--- src/fbu_consts.vh ---
`ifndef FBU_CONSTS_VH
`define FBU_CONSTS_VH
// ---------------------------------------------
// register byte offsets
// ---------------------------------------------
`define FBU_OFS_DATA     5'h00
`define FBU_OFS_CTRL     5'h04
`define FBU_OFS_DIV      5'h08
`define FBU_OFS_STAT     5'h0C
`define FBU_OFS_IST      5'h10
`define FBU_OFS_IMSK     5'h14
`define FBU_OFS_PMUX     5'h18
// ---------------------------------------------
// control register fields
// ---------------------------------------------
`define FBU_CTL_CLK_HI   1
`define FBU_CTL_CLK_LO   0
`define FBU_CTL_SEVEN    2
`define FBU_CTL_PEN      3
`define FBU_CTL_PTY_HI   5
`define FBU_CTL_PTY_LO   4
`define FBU_CTL_TWOSTOP  6
`define FBU_CTL_RST      7'h00
`define FBU_PTY_ODD      2'h0
`define FBU_PTY_EVEN     2'h1
`define FBU_PTY_MARK     2'h2
`define FBU_PTY_SPACE    2'h3
// ---------------------------------------------
// divider, clocks, pin mux
// ---------------------------------------------
`define FBU_DIV_RST      16'h0080
`define FBU_DIV_MIN      16'h0040
`define FBU_FRAC_ONE     17'h00008
`define FBU_CORE_KHZ     50000
`define FBU_UCLK_KHZ     10000
`define FBU_MUX_UART     3'h3
`define FBU_PMUX_RST     21'h000000
// ---------------------------------------------
// interrupt status bits
// ---------------------------------------------
`define FBU_IRQ_PAR      0
`define FBU_IRQ_FRM      1
`define FBU_IRQ_OVR      2
`define FBU_IRQ_RXC      3
`define FBU_IRQ_TXE      4
`define FBU_IRQ_W        5
`endif

--- src/fbu_uart.v ---
// How it works
// - each of four receive pins and three transmit pins joins the serial unit when its mux field holds 3.
// - software picks the unit clock of 10, 5, 2.5 or 1.25 MHz from the core clock.
// - the divider register holds a 13-bit integer part above a 3-bit fraction.
// - each bit lasts that fractional divider in unit clock periods, at least 8 of them.
// - characters carry seven or eight data bits as configured.
// - parity is off, or odd, even, mark or space.
// - frames end in one or two stop bits, in both directions.
// - receive and transmit each have a four-entry, eight-bit FIFO.
// - the status register shows how many received characters wait.
// - reception errors set sticky status bits that can raise the interrupt.
// - the unit drives the transmit line and samples the receive line.
//
// Local design decisions: the register offsets and the strobed register port.
`timescale 1ns/1ps
`include "fbu_consts.vh"
module fbu_uart #(
	parameter DEPTH = 4
) (
	input  wire        core_clk_i,
	input  wire        sys_rst_i,
	input  wire [4:0]  addr_i,
	input  wire [31:0] wdata_i,
	input  wire        wr_i,
	input  wire        rd_i,
	output reg  [31:0] rdata_o,
	input  wire [3:0]  rx_pin_i,
	output reg  [2:0]  tx_pin_o,
	output reg  [2:0]  tx_oe_o,
	output reg         irq_o
);
	// ---------------------------------------------
	// states and helpers
	// ---------------------------------------------
	localparam S_IDLE  = 5'h01;
	localparam S_START = 5'h02;
	localparam S_DATA  = 5'h04;
	localparam S_PAR   = 5'h08;
	localparam S_STOP  = 5'h10;
	localparam [31:0] PRE_RATIO = (`FBU_CORE_KHZ / `FBU_UCLK_KHZ);
	localparam [5:0]  PRE_BASE  = PRE_RATIO[5:0];

	// one unit clock step of a bit timer, in eighths of a unit clock
	function [17:0] frac_step;
		input [16:0] acc;
		input [15:0] dv;
		reg   [16:0] s;
		begin
			s = acc + `FBU_FRAC_ONE;
			if (s >= {1'b0, dv}) begin
				frac_step = {1'b1, s - {1'b0, dv}};
			end else begin
				frac_step = {1'b0, s};
			end
		end
	endfunction

	// parity bit for a character
	function par_bit;
		input [7:0] d;
		input [1:0] ty;
		begin
			case (ty)
				`FBU_PTY_ODD:  par_bit = ~^d;
				`FBU_PTY_EVEN: par_bit = ^d;
				`FBU_PTY_MARK: par_bit = 1'b1;
				default:       par_bit = 1'b0;
			endcase
		end
	endfunction

	// ---------------------------------------------
	// registers
	// ---------------------------------------------
	reg [6:0]              ctrl_ff;
	reg [15:0]             div_ff;
	reg [`FBU_IRQ_W-1:0]   ist_ff;
	reg [`FBU_IRQ_W-1:0]   imsk_ff;
	reg [20:0]             pmux_ff;
	reg [5:0]              pre_ff;
	reg                    utick_ff;
	reg [7:0]              rxm_ff [0:DEPTH-1];
	reg [7:0]              txm_ff [0:DEPTH-1];
	reg [1:0]              rxw_ff;
	reg [1:0]              rxr_ff;
	reg [2:0]              rxc_ff;
	reg [1:0]              txw_ff;
	reg [1:0]              txr_ff;
	reg [2:0]              txc_ff;
	reg [4:0]              tst_ff;
	reg [16:0]             tacc_ff;
	reg [7:0]              tsh_ff;
	reg                    tpar_ff;
	reg [2:0]              tcnt_ff;
	reg                    tline_ff;
	reg [4:0]              rst_ff;
	reg [16:0]             racc_ff;
	reg [7:0]              rsh_ff;
	reg [2:0]              rcnt_ff;
	reg                    rline_ff;
	reg                    perr_ff;
	reg                    ferr_ff;
	reg [`FBU_IRQ_W-1:0]   nxt_ist;
	reg [31:0]             nxt_rdata;
	reg                    nxt_rx;
	integer                i;
	integer                j;

	// ---------------------------------------------
	// configuration decode
	// ---------------------------------------------
	wire [1:0]  clk_sel  = ctrl_ff[`FBU_CTL_CLK_HI:`FBU_CTL_CLK_LO];
	wire        seven    = ctrl_ff[`FBU_CTL_SEVEN];
	wire        pen      = ctrl_ff[`FBU_CTL_PEN];
	wire [1:0]  pty      = ctrl_ff[`FBU_CTL_PTY_HI:`FBU_CTL_PTY_LO];
	wire        two_stop = ctrl_ff[`FBU_CTL_TWOSTOP];
	wire [2:0]  last_bit = seven ? 3'h6 : 3'h7;
	wire [5:0]  pre_lim  = (PRE_BASE << clk_sel) - 6'h01;
	wire [15:0] eff_div  = (div_ff < `FBU_DIV_MIN) ? `FBU_DIV_MIN : div_ff;
	wire [17:0] tstep    = frac_step(tacc_ff, eff_div);
	wire [17:0] rstep    = frac_step(racc_ff, eff_div);
	wire        tdone    = utick_ff & tstep[17];
	wire        rdone    = utick_ff & rstep[17];
	wire [7:0]  rdata    = seven ? {1'b0, rsh_ff[7:1]} : rsh_ff;

	// ---------------------------------------------
	// fifo handshakes
	// ---------------------------------------------
	wire rd_data  = rd_i & (addr_i == `FBU_OFS_DATA);
	wire wr_data  = wr_i & (addr_i == `FBU_OFS_DATA);
	wire rx_pop   = rd_data & (rxc_ff != 3'h0);
	wire tx_push  = wr_data & (txc_ff != DEPTH[2:0]);
	wire tx_pop   = utick_ff & (tst_ff == S_IDLE) & (txc_ff != 3'h0);
	wire rx_fin   = rdone & (rst_ff == S_STOP) & ~(two_stop & (rcnt_ff == 3'h0));
	wire rx_push  = rx_fin & (rxc_ff != DEPTH[2:0]);
	wire rx_ovr   = rx_fin & (rxc_ff == DEPTH[2:0]);
	wire stop_low = rdone & (rst_ff == S_STOP) & ~rline_ff;
	wire par_bad  = rdone & (rst_ff == S_PAR) & (rline_ff != par_bit(rdata, pty));

	// ---------------------------------------------
	// receive pin select and next interrupt status
	// ---------------------------------------------
	always @* begin
		nxt_rx = 1'b1;
		for (i = 0; i < 4; i = i + 1) begin
			if (pmux_ff[i*3 +: 3] == `FBU_MUX_UART) begin
				nxt_rx = nxt_rx & rx_pin_i[i];
			end
		end
		nxt_ist = ist_ff;
		if (wr_i && (addr_i == `FBU_OFS_IST)) begin
			nxt_ist = ist_ff & ~wdata_i[`FBU_IRQ_W-1:0];
		end
		// set wins over a same-cycle clear
		nxt_ist[`FBU_IRQ_PAR] = nxt_ist[`FBU_IRQ_PAR] | par_bad;
		nxt_ist[`FBU_IRQ_FRM] = nxt_ist[`FBU_IRQ_FRM] | stop_low;
		nxt_ist[`FBU_IRQ_OVR] = nxt_ist[`FBU_IRQ_OVR] | rx_ovr;
		nxt_ist[`FBU_IRQ_RXC] = nxt_ist[`FBU_IRQ_RXC] | rx_push;
		nxt_ist[`FBU_IRQ_TXE] = nxt_ist[`FBU_IRQ_TXE] | (tx_pop & (txc_ff == 3'h1));
	end

	// ---------------------------------------------
	// read data mux
	// ---------------------------------------------
	always @* begin
		nxt_rdata = 32'h00000000;
		if (addr_i == `FBU_OFS_DATA) begin
			nxt_rdata[7:0] = (rxc_ff != 3'h0) ? rxm_ff[rxr_ff] : 8'h00;
		end else if (addr_i == `FBU_OFS_CTRL) begin
			nxt_rdata[6:0] = ctrl_ff;
		end else if (addr_i == `FBU_OFS_DIV) begin
			nxt_rdata[15:0] = div_ff;
		end else if (addr_i == `FBU_OFS_STAT) begin
			nxt_rdata[8:0] = {~rst_ff[0], ~tst_ff[0], perr_ff | ferr_ff, txc_ff, rxc_ff};
		end else if (addr_i == `FBU_OFS_IST) begin
			nxt_rdata[`FBU_IRQ_W-1:0] = ist_ff;
		end else if (addr_i == `FBU_OFS_IMSK) begin
			nxt_rdata[`FBU_IRQ_W-1:0] = imsk_ff;
		end else if (addr_i == `FBU_OFS_PMUX) begin
			nxt_rdata[20:0] = pmux_ff;
		end
	end

	// ---------------------------------------------
	// bus registers, unit clock, interrupt, pins
	// ---------------------------------------------
	always @(posedge core_clk_i) begin
		if (sys_rst_i) begin
			ctrl_ff  <= `FBU_CTL_RST;
			div_ff   <= `FBU_DIV_RST;
			ist_ff   <= {`FBU_IRQ_W{1'b0}};
			imsk_ff  <= {`FBU_IRQ_W{1'b0}};
			pmux_ff  <= `FBU_PMUX_RST;
			pre_ff   <= 6'h00;
			utick_ff <= 1'b0;
			rdata_o  <= 32'h00000000;
			irq_o    <= 1'b0;
			tx_pin_o <= 3'h7;
			tx_oe_o  <= 3'h0;
			rline_ff <= 1'b1;
		end else begin
			if (wr_i && (addr_i == `FBU_OFS_CTRL)) begin
				ctrl_ff <= wdata_i[6:0];
			end else if (wr_i && (addr_i == `FBU_OFS_DIV)) begin
				div_ff <= wdata_i[15:0];
			end else if (wr_i && (addr_i == `FBU_OFS_IMSK)) begin
				imsk_ff <= wdata_i[`FBU_IRQ_W-1:0];
			end else if (wr_i && (addr_i == `FBU_OFS_PMUX)) begin
				pmux_ff <= wdata_i[20:0];
			end
			// unit clock enable from the core clock
			utick_ff <= (pre_ff >= pre_lim);
			pre_ff   <= (pre_ff >= pre_lim) ? 6'h00 : pre_ff + 6'h01;
			ist_ff   <= nxt_ist;
			irq_o    <= |(nxt_ist & imsk_ff);
			rdata_o  <= rd_i ? nxt_rdata : 32'h00000000;
			rline_ff <= nxt_rx;
			// transmit pins driven only when muxed to the serial unit
			for (j = 0; j < 3; j = j + 1) begin
				tx_oe_o[j]  <= (pmux_ff[12+j*3 +: 3] == `FBU_MUX_UART);
				tx_pin_o[j] <= (pmux_ff[12+j*3 +: 3] == `FBU_MUX_UART) ? tline_ff : 1'b1;
			end
		end
	end

	// ---------------------------------------------
	// fifos
	// ---------------------------------------------
	always @(posedge core_clk_i) begin
		if (sys_rst_i) begin
			rxw_ff <= 2'h0;
			rxr_ff <= 2'h0;
			rxc_ff <= 3'h0;
			txw_ff <= 2'h0;
			txr_ff <= 2'h0;
			txc_ff <= 3'h0;
		end else begin
			if (rx_push) begin
				rxm_ff[rxw_ff] <= rdata;
				rxw_ff         <= rxw_ff + 2'h1;
			end
			if (rx_pop) begin
				rxr_ff <= rxr_ff + 2'h1;
			end
			rxc_ff <= rxc_ff + {2'h0, rx_push} - {2'h0, rx_pop};
			if (tx_push) begin
				txm_ff[txw_ff] <= wdata_i[7:0];
				txw_ff         <= txw_ff + 2'h1;
			end
			if (tx_pop) begin
				txr_ff <= txr_ff + 2'h1;
			end
			txc_ff <= txc_ff + {2'h0, tx_push} - {2'h0, tx_pop};
		end
	end

	// ---------------------------------------------
	// transmitter
	// ---------------------------------------------
	always @(posedge core_clk_i) begin
		if (sys_rst_i) begin
			tst_ff   <= S_IDLE;
			tacc_ff  <= 17'h00000;
			tsh_ff   <= 8'h00;
			tpar_ff  <= 1'b0;
			tcnt_ff  <= 3'h0;
			tline_ff <= 1'b1;
		end else begin
			if (utick_ff && (tst_ff != S_IDLE)) begin
				tacc_ff <= tstep[16:0];
			end
			case (tst_ff)
				S_IDLE: begin
					if (tx_pop) begin
						tsh_ff   <= txm_ff[txr_ff];
						tpar_ff  <= par_bit(seven ? {1'b0, txm_ff[txr_ff][6:0]} : txm_ff[txr_ff], pty);
						tline_ff <= 1'b0;
						tacc_ff  <= 17'h00000;
						tst_ff   <= S_START;
					end
				end
				S_START: begin
					if (tdone) begin
						tline_ff <= tsh_ff[0];
						tsh_ff   <= {1'b0, tsh_ff[7:1]};
						tcnt_ff  <= 3'h0;
						tst_ff   <= S_DATA;
					end
				end
				S_DATA: begin
					if (tdone) begin
						if (tcnt_ff == last_bit) begin
							tline_ff <= pen ? tpar_ff : 1'b1;
							tcnt_ff  <= 3'h0;
							tst_ff   <= pen ? S_PAR : S_STOP;
						end else begin
							tline_ff <= tsh_ff[0];
							tsh_ff   <= {1'b0, tsh_ff[7:1]};
							tcnt_ff  <= tcnt_ff + 3'h1;
						end
					end
				end
				S_PAR: begin
					if (tdone) begin
						tline_ff <= 1'b1;
						tst_ff   <= S_STOP;
					end
				end
				S_STOP: begin
					if (tdone) begin
						if (two_stop && (tcnt_ff == 3'h0)) begin
							tcnt_ff <= 3'h1;
						end else begin
							tst_ff <= S_IDLE;
						end
					end
				end
				default: tst_ff <= S_IDLE;
			endcase
		end
	end

	// ---------------------------------------------
	// receiver
	// ---------------------------------------------
	always @(posedge core_clk_i) begin
		if (sys_rst_i) begin
			rst_ff  <= S_IDLE;
			racc_ff <= 17'h00000;
			rsh_ff  <= 8'h00;
			rcnt_ff <= 3'h0;
			perr_ff <= 1'b0;
			ferr_ff <= 1'b0;
		end else begin
			if (utick_ff && (rst_ff != S_IDLE)) begin
				racc_ff <= rstep[16:0];
			end
			case (rst_ff)
				S_IDLE: begin
					if (!rline_ff) begin
						racc_ff <= {2'h0, eff_div[15:1]};                           // mid-bit sampling
						perr_ff <= 1'b0;
						ferr_ff <= 1'b0;
						rst_ff  <= S_START;
					end
				end
				S_START: begin
					if (rdone) begin
						rcnt_ff <= 3'h0;
						rst_ff  <= rline_ff ? S_IDLE : S_DATA;                      // glitch rejected
					end
				end
				S_DATA: begin
					if (rdone) begin
						rsh_ff <= {rline_ff, rsh_ff[7:1]};
						if (rcnt_ff == last_bit) begin
							rcnt_ff <= 3'h0;
							rst_ff  <= pen ? S_PAR : S_STOP;
						end else begin
							rcnt_ff <= rcnt_ff + 3'h1;
						end
					end
				end
				S_PAR: begin
					if (rdone) begin
						perr_ff <= par_bad;
						rst_ff  <= S_STOP;
					end
				end
				S_STOP: begin
					if (stop_low) begin
						ferr_ff <= 1'b1;
					end
					if (rdone) begin
						if (two_stop && (rcnt_ff == 3'h0)) begin
							rcnt_ff <= 3'h1;
						end else begin
							rst_ff <= S_IDLE;
						end
					end
				end
				default: rst_ff <= S_IDLE;
			endcase
		end
	end
endmodule

--- config.mk ---
export PLATFORM = sky130hd
export DESIGN_NAME = fbu_uart
export DESIGN_NICKNAME = d
export VERILOG_FILES = /design/src/fbu_uart.v
export VERILOG_INCLUDE_DIRS = /design/src /design/src/src
export SDC_FILE = /design/constraint.sdc
export NUM_CORES = 1
export LEC_CHECK = 0
export BUFFER_PORTS_ARGS = -buffer_cell sky130_fd_sc_hd__buf_2
export CAP_MARGIN = 20
export CORE_MARGIN = 2
export CORE_UTILIZATION = 60
export DETAILED_ROUTE_END_ITERATION = 10
export PLACE_DENSITY_LB_ADDON = 0.08
export SYNTH_ARGS = -nofsm -noshare
export SYNTH_HDL_FRONTEND = slang
export SYNTH_SLANG_ARGS = --single-unit
--- constraint.sdc ---
create_clock -name core_clk_i -period 11 [get_ports core_clk_i]
set_input_delay 1.1 -clock core_clk_i [delete_from_list [all_inputs] [get_ports core_clk_i]]
set_output_delay 1.1 -clock core_clk_i [all_outputs]
set_load 0.02 [all_outputs]
======== Word level (Yosys, flattened, before mapping) ========
Memories as Yosys holds them, arrays and structs flattened. A register that Yosys moved wholly into a read port is not among the register bits.
Cells that the tools add are included.
Widths: inputs -> output; s select.
operators by class
  add/sub/neg operators ................... 16
  $lt $le $gt $ge ......................... 4
  equal/unequal tests ..................... 52
  shifts and indexed selects .............. 1
  mux-type cells .......................... 92
  bitwise logic cells ..................... 40
  reductions and logical operators ........ 46
operator list
  cell                   count
  $mux 16                8
  $mux 17                6
  $mux 5                 18
  $mux 8                 8
  $pmux 5 s5             2
  $mux 18                2
  $add 17x4->17 const B  2
  $ge 17x16->1           2
  $ne 2x2->1 const B     17
  $sub 17x16->17         2
  $mux 3                 11
  $eq 5x5->1 const B     5
  $pmux 8 s3             1
  $eq 3x2->1 const B     7
  $mux 1                 21
  $mux 21                1
  $and 1x1->1            20
  $eq 5x4->1 const B     4
  $reduce_and 5->1       4
  $pmux 3 s3             2
  $lt 16x7->1 const B    1
  $reduce_xnor 8->1      2
  $reduce_xor 8->1       2
  $eq 5x3->1 const B     3
  other kinds (45)       100
storage, ports and cells
  flip-flop bits (word level) ............. 185
  RAM bits ................................ 64
  bits of input ports ..................... 45
  output and inout bits ................... 39
  word-level logic and storage cells ...... 288
  memories kept ........................... 2
memory list
  memory  depth  width  rd ports  clocked after Yosys merged registers in  wr ports  RTL line       RTL
  rxm_ff  4      8      1         1                                        1         fbu_uart.v:82  reg [7:0] rxm_ff [0:DEPTH-1];
  txm_ff  4      8      1         1                                        1         fbu_uart.v:83  reg [7:0] txm_ff [0:DEPTH-1];

======== Depth between registers and ports, before layout ========
  depth in word-level cells ............... 12
  depth in mapped cells ................... 20
  depth with buffers taken out ............ 19

======== Worst setup path before layout ========
OpenSTA, ideal clock, no wires.
  kind .................................... register to register
  start ................................... register div_ff[9]
  end ..................................... register rxc_ff[2]
  setup time .............................. 128 ps
  data arrival time ....................... 3,893 ps
  required time ........................... 10,872 ps
  path slack .............................. 6,979 ps
  cell stages (with the launch flop) ...... 19
  buffers on the path ..................... 1
  period minus slack after synthesis ...... 4,021 ps
  cell sequence ........................... dfxtp_1 nor4_1 nand3_1 and2_1 ha_1 nand3b_1 a211oi_1 nor3_1 a211oi_2 o211ai_2 or2_2 buf_2 xnor2_1 ha_1 inv_1 fa_1 xor2_1 xnor2_1 nor2_1
on the way
  word-level cells in the longest chain between the ends .. 10
ends and longest elaborated chain
  element                       RTL line        RTL
  start, declared               fbu_uart.v:76   reg [15:0] div_ff;
  start signal, assigned        fbu_uart.v:190  div_ff <= `FBU_DIV_RST;
  start signal, assigned        fbu_uart.v:205  div_ff <= wdata_i[15:0];
  $lt 16x7->1 (no line)         --
  $mux 16 (*)                   fbu_uart.v:119  wire [15:0] eff_div = (div_ff < `FBU_DIV_MIN) ? `FBU_DIV_MIN : div_ff;
  $ge 17x16->1 (*)              fbu_uart.v:50   if (s >= {1'b0, dv}) begin
  $mux 18 (*)                   fbu_uart.v:50
  $and 1x1->1 (*)               fbu_uart.v:123  wire rdone = utick_ff & rstep[17];
  $and 1x1->1 (*) (2 in a row)  fbu_uart.v:134  wire rx_fin = rdone & (rst_ff == S_STOP) & ~(two_stop & (rcnt_ff == 3'h0));
  $and 1x1->1 (*)               fbu_uart.v:135  wire rx_push = rx_fin & (rxc_ff != DEPTH[2:0]);
  $add 3x1->3 (*)               fbu_uart.v:245  rxc_ff <= rxc_ff + {2'h0, rx_push} - {2'h0, rx_pop};
  $sub 3x1->3 (*)               fbu_uart.v:245
  end signal, assigned          fbu_uart.v:245
  end, declared                 fbu_uart.v:86   reg [2:0] rxc_ff;
Mark *: on every way between the ends. The rest lies on a longest branch, timed or not.
A chain may end at the register's enable or synchronous reset.

======== Worst setup path in the final report ========
Same ends and word-level chain as after synthesis.

==> run summary <==
outcome -> complete, no violations
Layout Nets -> 1573
CP required -> 11.41 ns
Main synth FF type -> dfxtp_1
post-CTS setup repair buffer count -> 0
number of flops mapped to enable cells by yosys -> 64
Util after Layout -> 67.8%
Final min period -> 4.81 ns
Congestion Overflow GR -> 0
slowest CP cell -> nor3_1
Worst-path clk slew -> 0.06 ns
post-synthesis sequential area ratio -> 42.3%
Resize count post-CTS -> 0
Buffers on Ports -> 61
Die X -> 151 um
Final Max Tran Viols -> 0
Unique masters post-synth -> 80
drc violations -> 0
Die Area -> 22800 um2
Async SR Flop Fraction -> 0%
share of cells above drive strength 1 -> 11.7%
number of diodes -> 0
Final period util -> 43.7%
WL final -> 33100 um
RSZ-0062 raised after global routing -> false
Worst-Skew Late Latency -> 0.54 ns
Routed Antenna Nets -> 0
Tot Pwr -> 1.88 mW
Setup WS post-layout -> 6.19 ns
setup_tns -> 0 ns
Rel. slew slack -> 25.8%
first-pass GRT wire length -> 51700 um
# clock sinks -> 242
FF-to-FF setup slack -> 6.19 ns
io pins -> 84
Placed Cells -> 1709
cell family with most CP delay -> simple AND/OR/NAND/NOR gates
total CTS buffers -> 26
Pleak -> 5.74 nW
Yosys warning count -> 0
critical path arrival -> 5.22 ns
Initial DRC Count -> 778
WP buf/inv -> 2
die height -> 151 um
Crit Path Max Fanout -> 9
dpl ws -> 6.22 ns
Finished Layout Cells -> 1758
crit end category -> flop
Cells after Synth -> 1423
CTS tree -> built
GPL Wtd Cong -> 0.947
Mean Syn Cell Area -> 9.12 um2
final hold violation count -> 0
drt via density -> 6.10
CP peak stage delay -> 0.64 ns
cell row count -> 53
worst hold path type -> reg2reg
pin count of the biggest net entering global routing -> 52
maximum clock rate -> 208 MHz
DR vias -> 10700
DP Area -> 13400 um2
core area -> 21200 um2
htree depth -> 1
critical path class -> reg2reg
CP startpoint kind -> flop
Cell Chain, Critical Path -> nor4_1, nand3_1, nand2_1, ha_1, a21oi_1, nor2_1, nor3_1, a211oi_2, buf_4, o211ai_2, or2_2, xnor2_1, ha_1, inv_1, fa_1, xor2_1, xnor2_1, nor2_1
Finish-stage setup viols -> 0
WL/cell -> 18.9 um
clk root buf -> clkbuf_16
Post-Layout Inst Area -> 14300 um2
DR pass1 iterations -> 5
Post-CTS Hold Buffers -> 0
max-cap violation count -> 0
pwr dens -> 131 nW/um2
total global-route track usage -> 28.9%
maximum VDD drop -> 0.000142 V
CTS Buffer Depth -> 3
antenna violations before repair -> 0
measured slew at the worst slew-check pin -> 1.10 ns
Layout area overhead -> 10.5%
initial core utilization -> 61.3%
final hold slack -> 0.452 ns
clock skew -> 0.0140 ns
synthesized area -> 13000 um2
vias in the first global route -> 9659
Final HPWL DP -> 23500 um
#FFs+latches synth -> 242
registers in the layout, indices dropped and copies added, names as in the netlist, 6 cells and up, named ones only:
name and count:
tacc_ff 17, tsh_ff 8, ctrl_ff 7, racc_ff 17
rdata_o 21, pmux_ff 21, rsh_ff 8, txm_ff 32
pre_ff 6, rxm_ff 32, div_ff 16
Yosys cell counts (all sizes together) (6+ instances only):
master  instances  share of area (%)
a211oi         18                1.1
a21o            9               0.52
a21oi         123                4.7
a22o           12               0.81
a22oi          10               0.58
a311oi          6               0.41
a31oi          17               0.82
a41o            8               0.62
and2           12               0.58
and3           18               0.87
buf            28                1.3
clkbuf         50                1.4
dfxtp         178                 27
edfxtp         64                 15
ha             61                5.9
inv            59                1.7
mux2           10               0.87
mux2i          35                2.7
mux4           16                2.8
nand2         183                5.3
nand2b         15               0.72
nand3          47                1.8
nand4          14               0.68
nor2          116                3.4
nor2b          12               0.58
nor3           24               0.96
nor3b           9               0.52
nor4            6               0.34
nor4b           6               0.41
o211ai         11               0.68
o21ai          62                2.4
o221ai          6               0.41
o311ai          7               0.53
o31ai           8               0.46
or2             9               0.43
or3            15               0.72
xnor2          48                3.2
xor2           25                1.7
power breakdown:
part / switching (mW) / internal, mW / total [mW] / leakage (nW)
Sequential: 0.00475 / 0.915 / 0.919 / 2.02
Combinational: 0.0468 / 0.0201 / 0.0669 / 3.29
Clock: 0.358 / 0.539 / 0.897 / 0.434
Total: 0.410 / 1.47 / 1.88 / 5.74
area by class of cell:
type                       instances  area, um2
multi-input combinational       1053       6940
fill                            1716       6810
sequential                       242       5490
clock buffer                      38        781
timing repair buffer              80        450
tap                              275        344
inverter                          60        225
clock inverter                    10        111
cells by family after synthesis:
family / share of synthesized area [%]
xor gates and xnor gates: 5.10
other: 0.0289
buffers and inverters: 4.49
DFF: 42.3
and+or+nand+nor: 18.2
muxes: 6.35
AOI/OAI and AO/OA: 17.1
adders and majority gates: 6.50
worst register-to-register path, delay by kind of cell, from the launching register on:
kind,cells,cell delay (ns)
DFF,1,0.34
adders and majority gates,3,0.87
buffers and inverters,2,0.24
and+or+nand+nor,7,2.05
xor gates and xnor gates,3,0.45
AOI/OAI and AO/OA,3,0.75
routing by layer:
metal | GRT usage [%] | share of wire, %
met5 | 0 | 0
met4 | 6.50 | 1.9
met3 | 3.70 | 7.3
met2 | 46.2 | 46
met1 | 42.2 | 45
placed cells by master, fill, tap and decap left out, drive strengths merged, types with 10 or more instances in the layout:
cell / instances
a211oi: 18
a21oi: 123
a22o: 12
a22oi: 10
a31oi: 17
and2: 12
and3: 18
buf: 80
clkbuf: 38
conb: 11
dfxtp: 178
edfxtp: 64
ha: 61
inv: 59
mux2: 10
mux2i: 35
mux4: 16
nand2: 183
nand2b: 15
nand3: 47
nand4: 14
nor2: 116
nor2b: 12
nor3: 24
o211ai: 11
o21ai: 62
or3: 15
xnor2: 48
xor2: 25
worst paths after layout:
kind / start / to / cells past startpoint
max: div_ff[9] / rxc_ff[2] / 18
min: pmux_ff[17] / tx_oe_o[1] / 1
max reg2reg: div_ff[9] / rxc_ff[2] / 18
min reg2reg: pmux_ff[17] / tx_oe_o[1] / 1
Power figures use the tool's default switching activity.
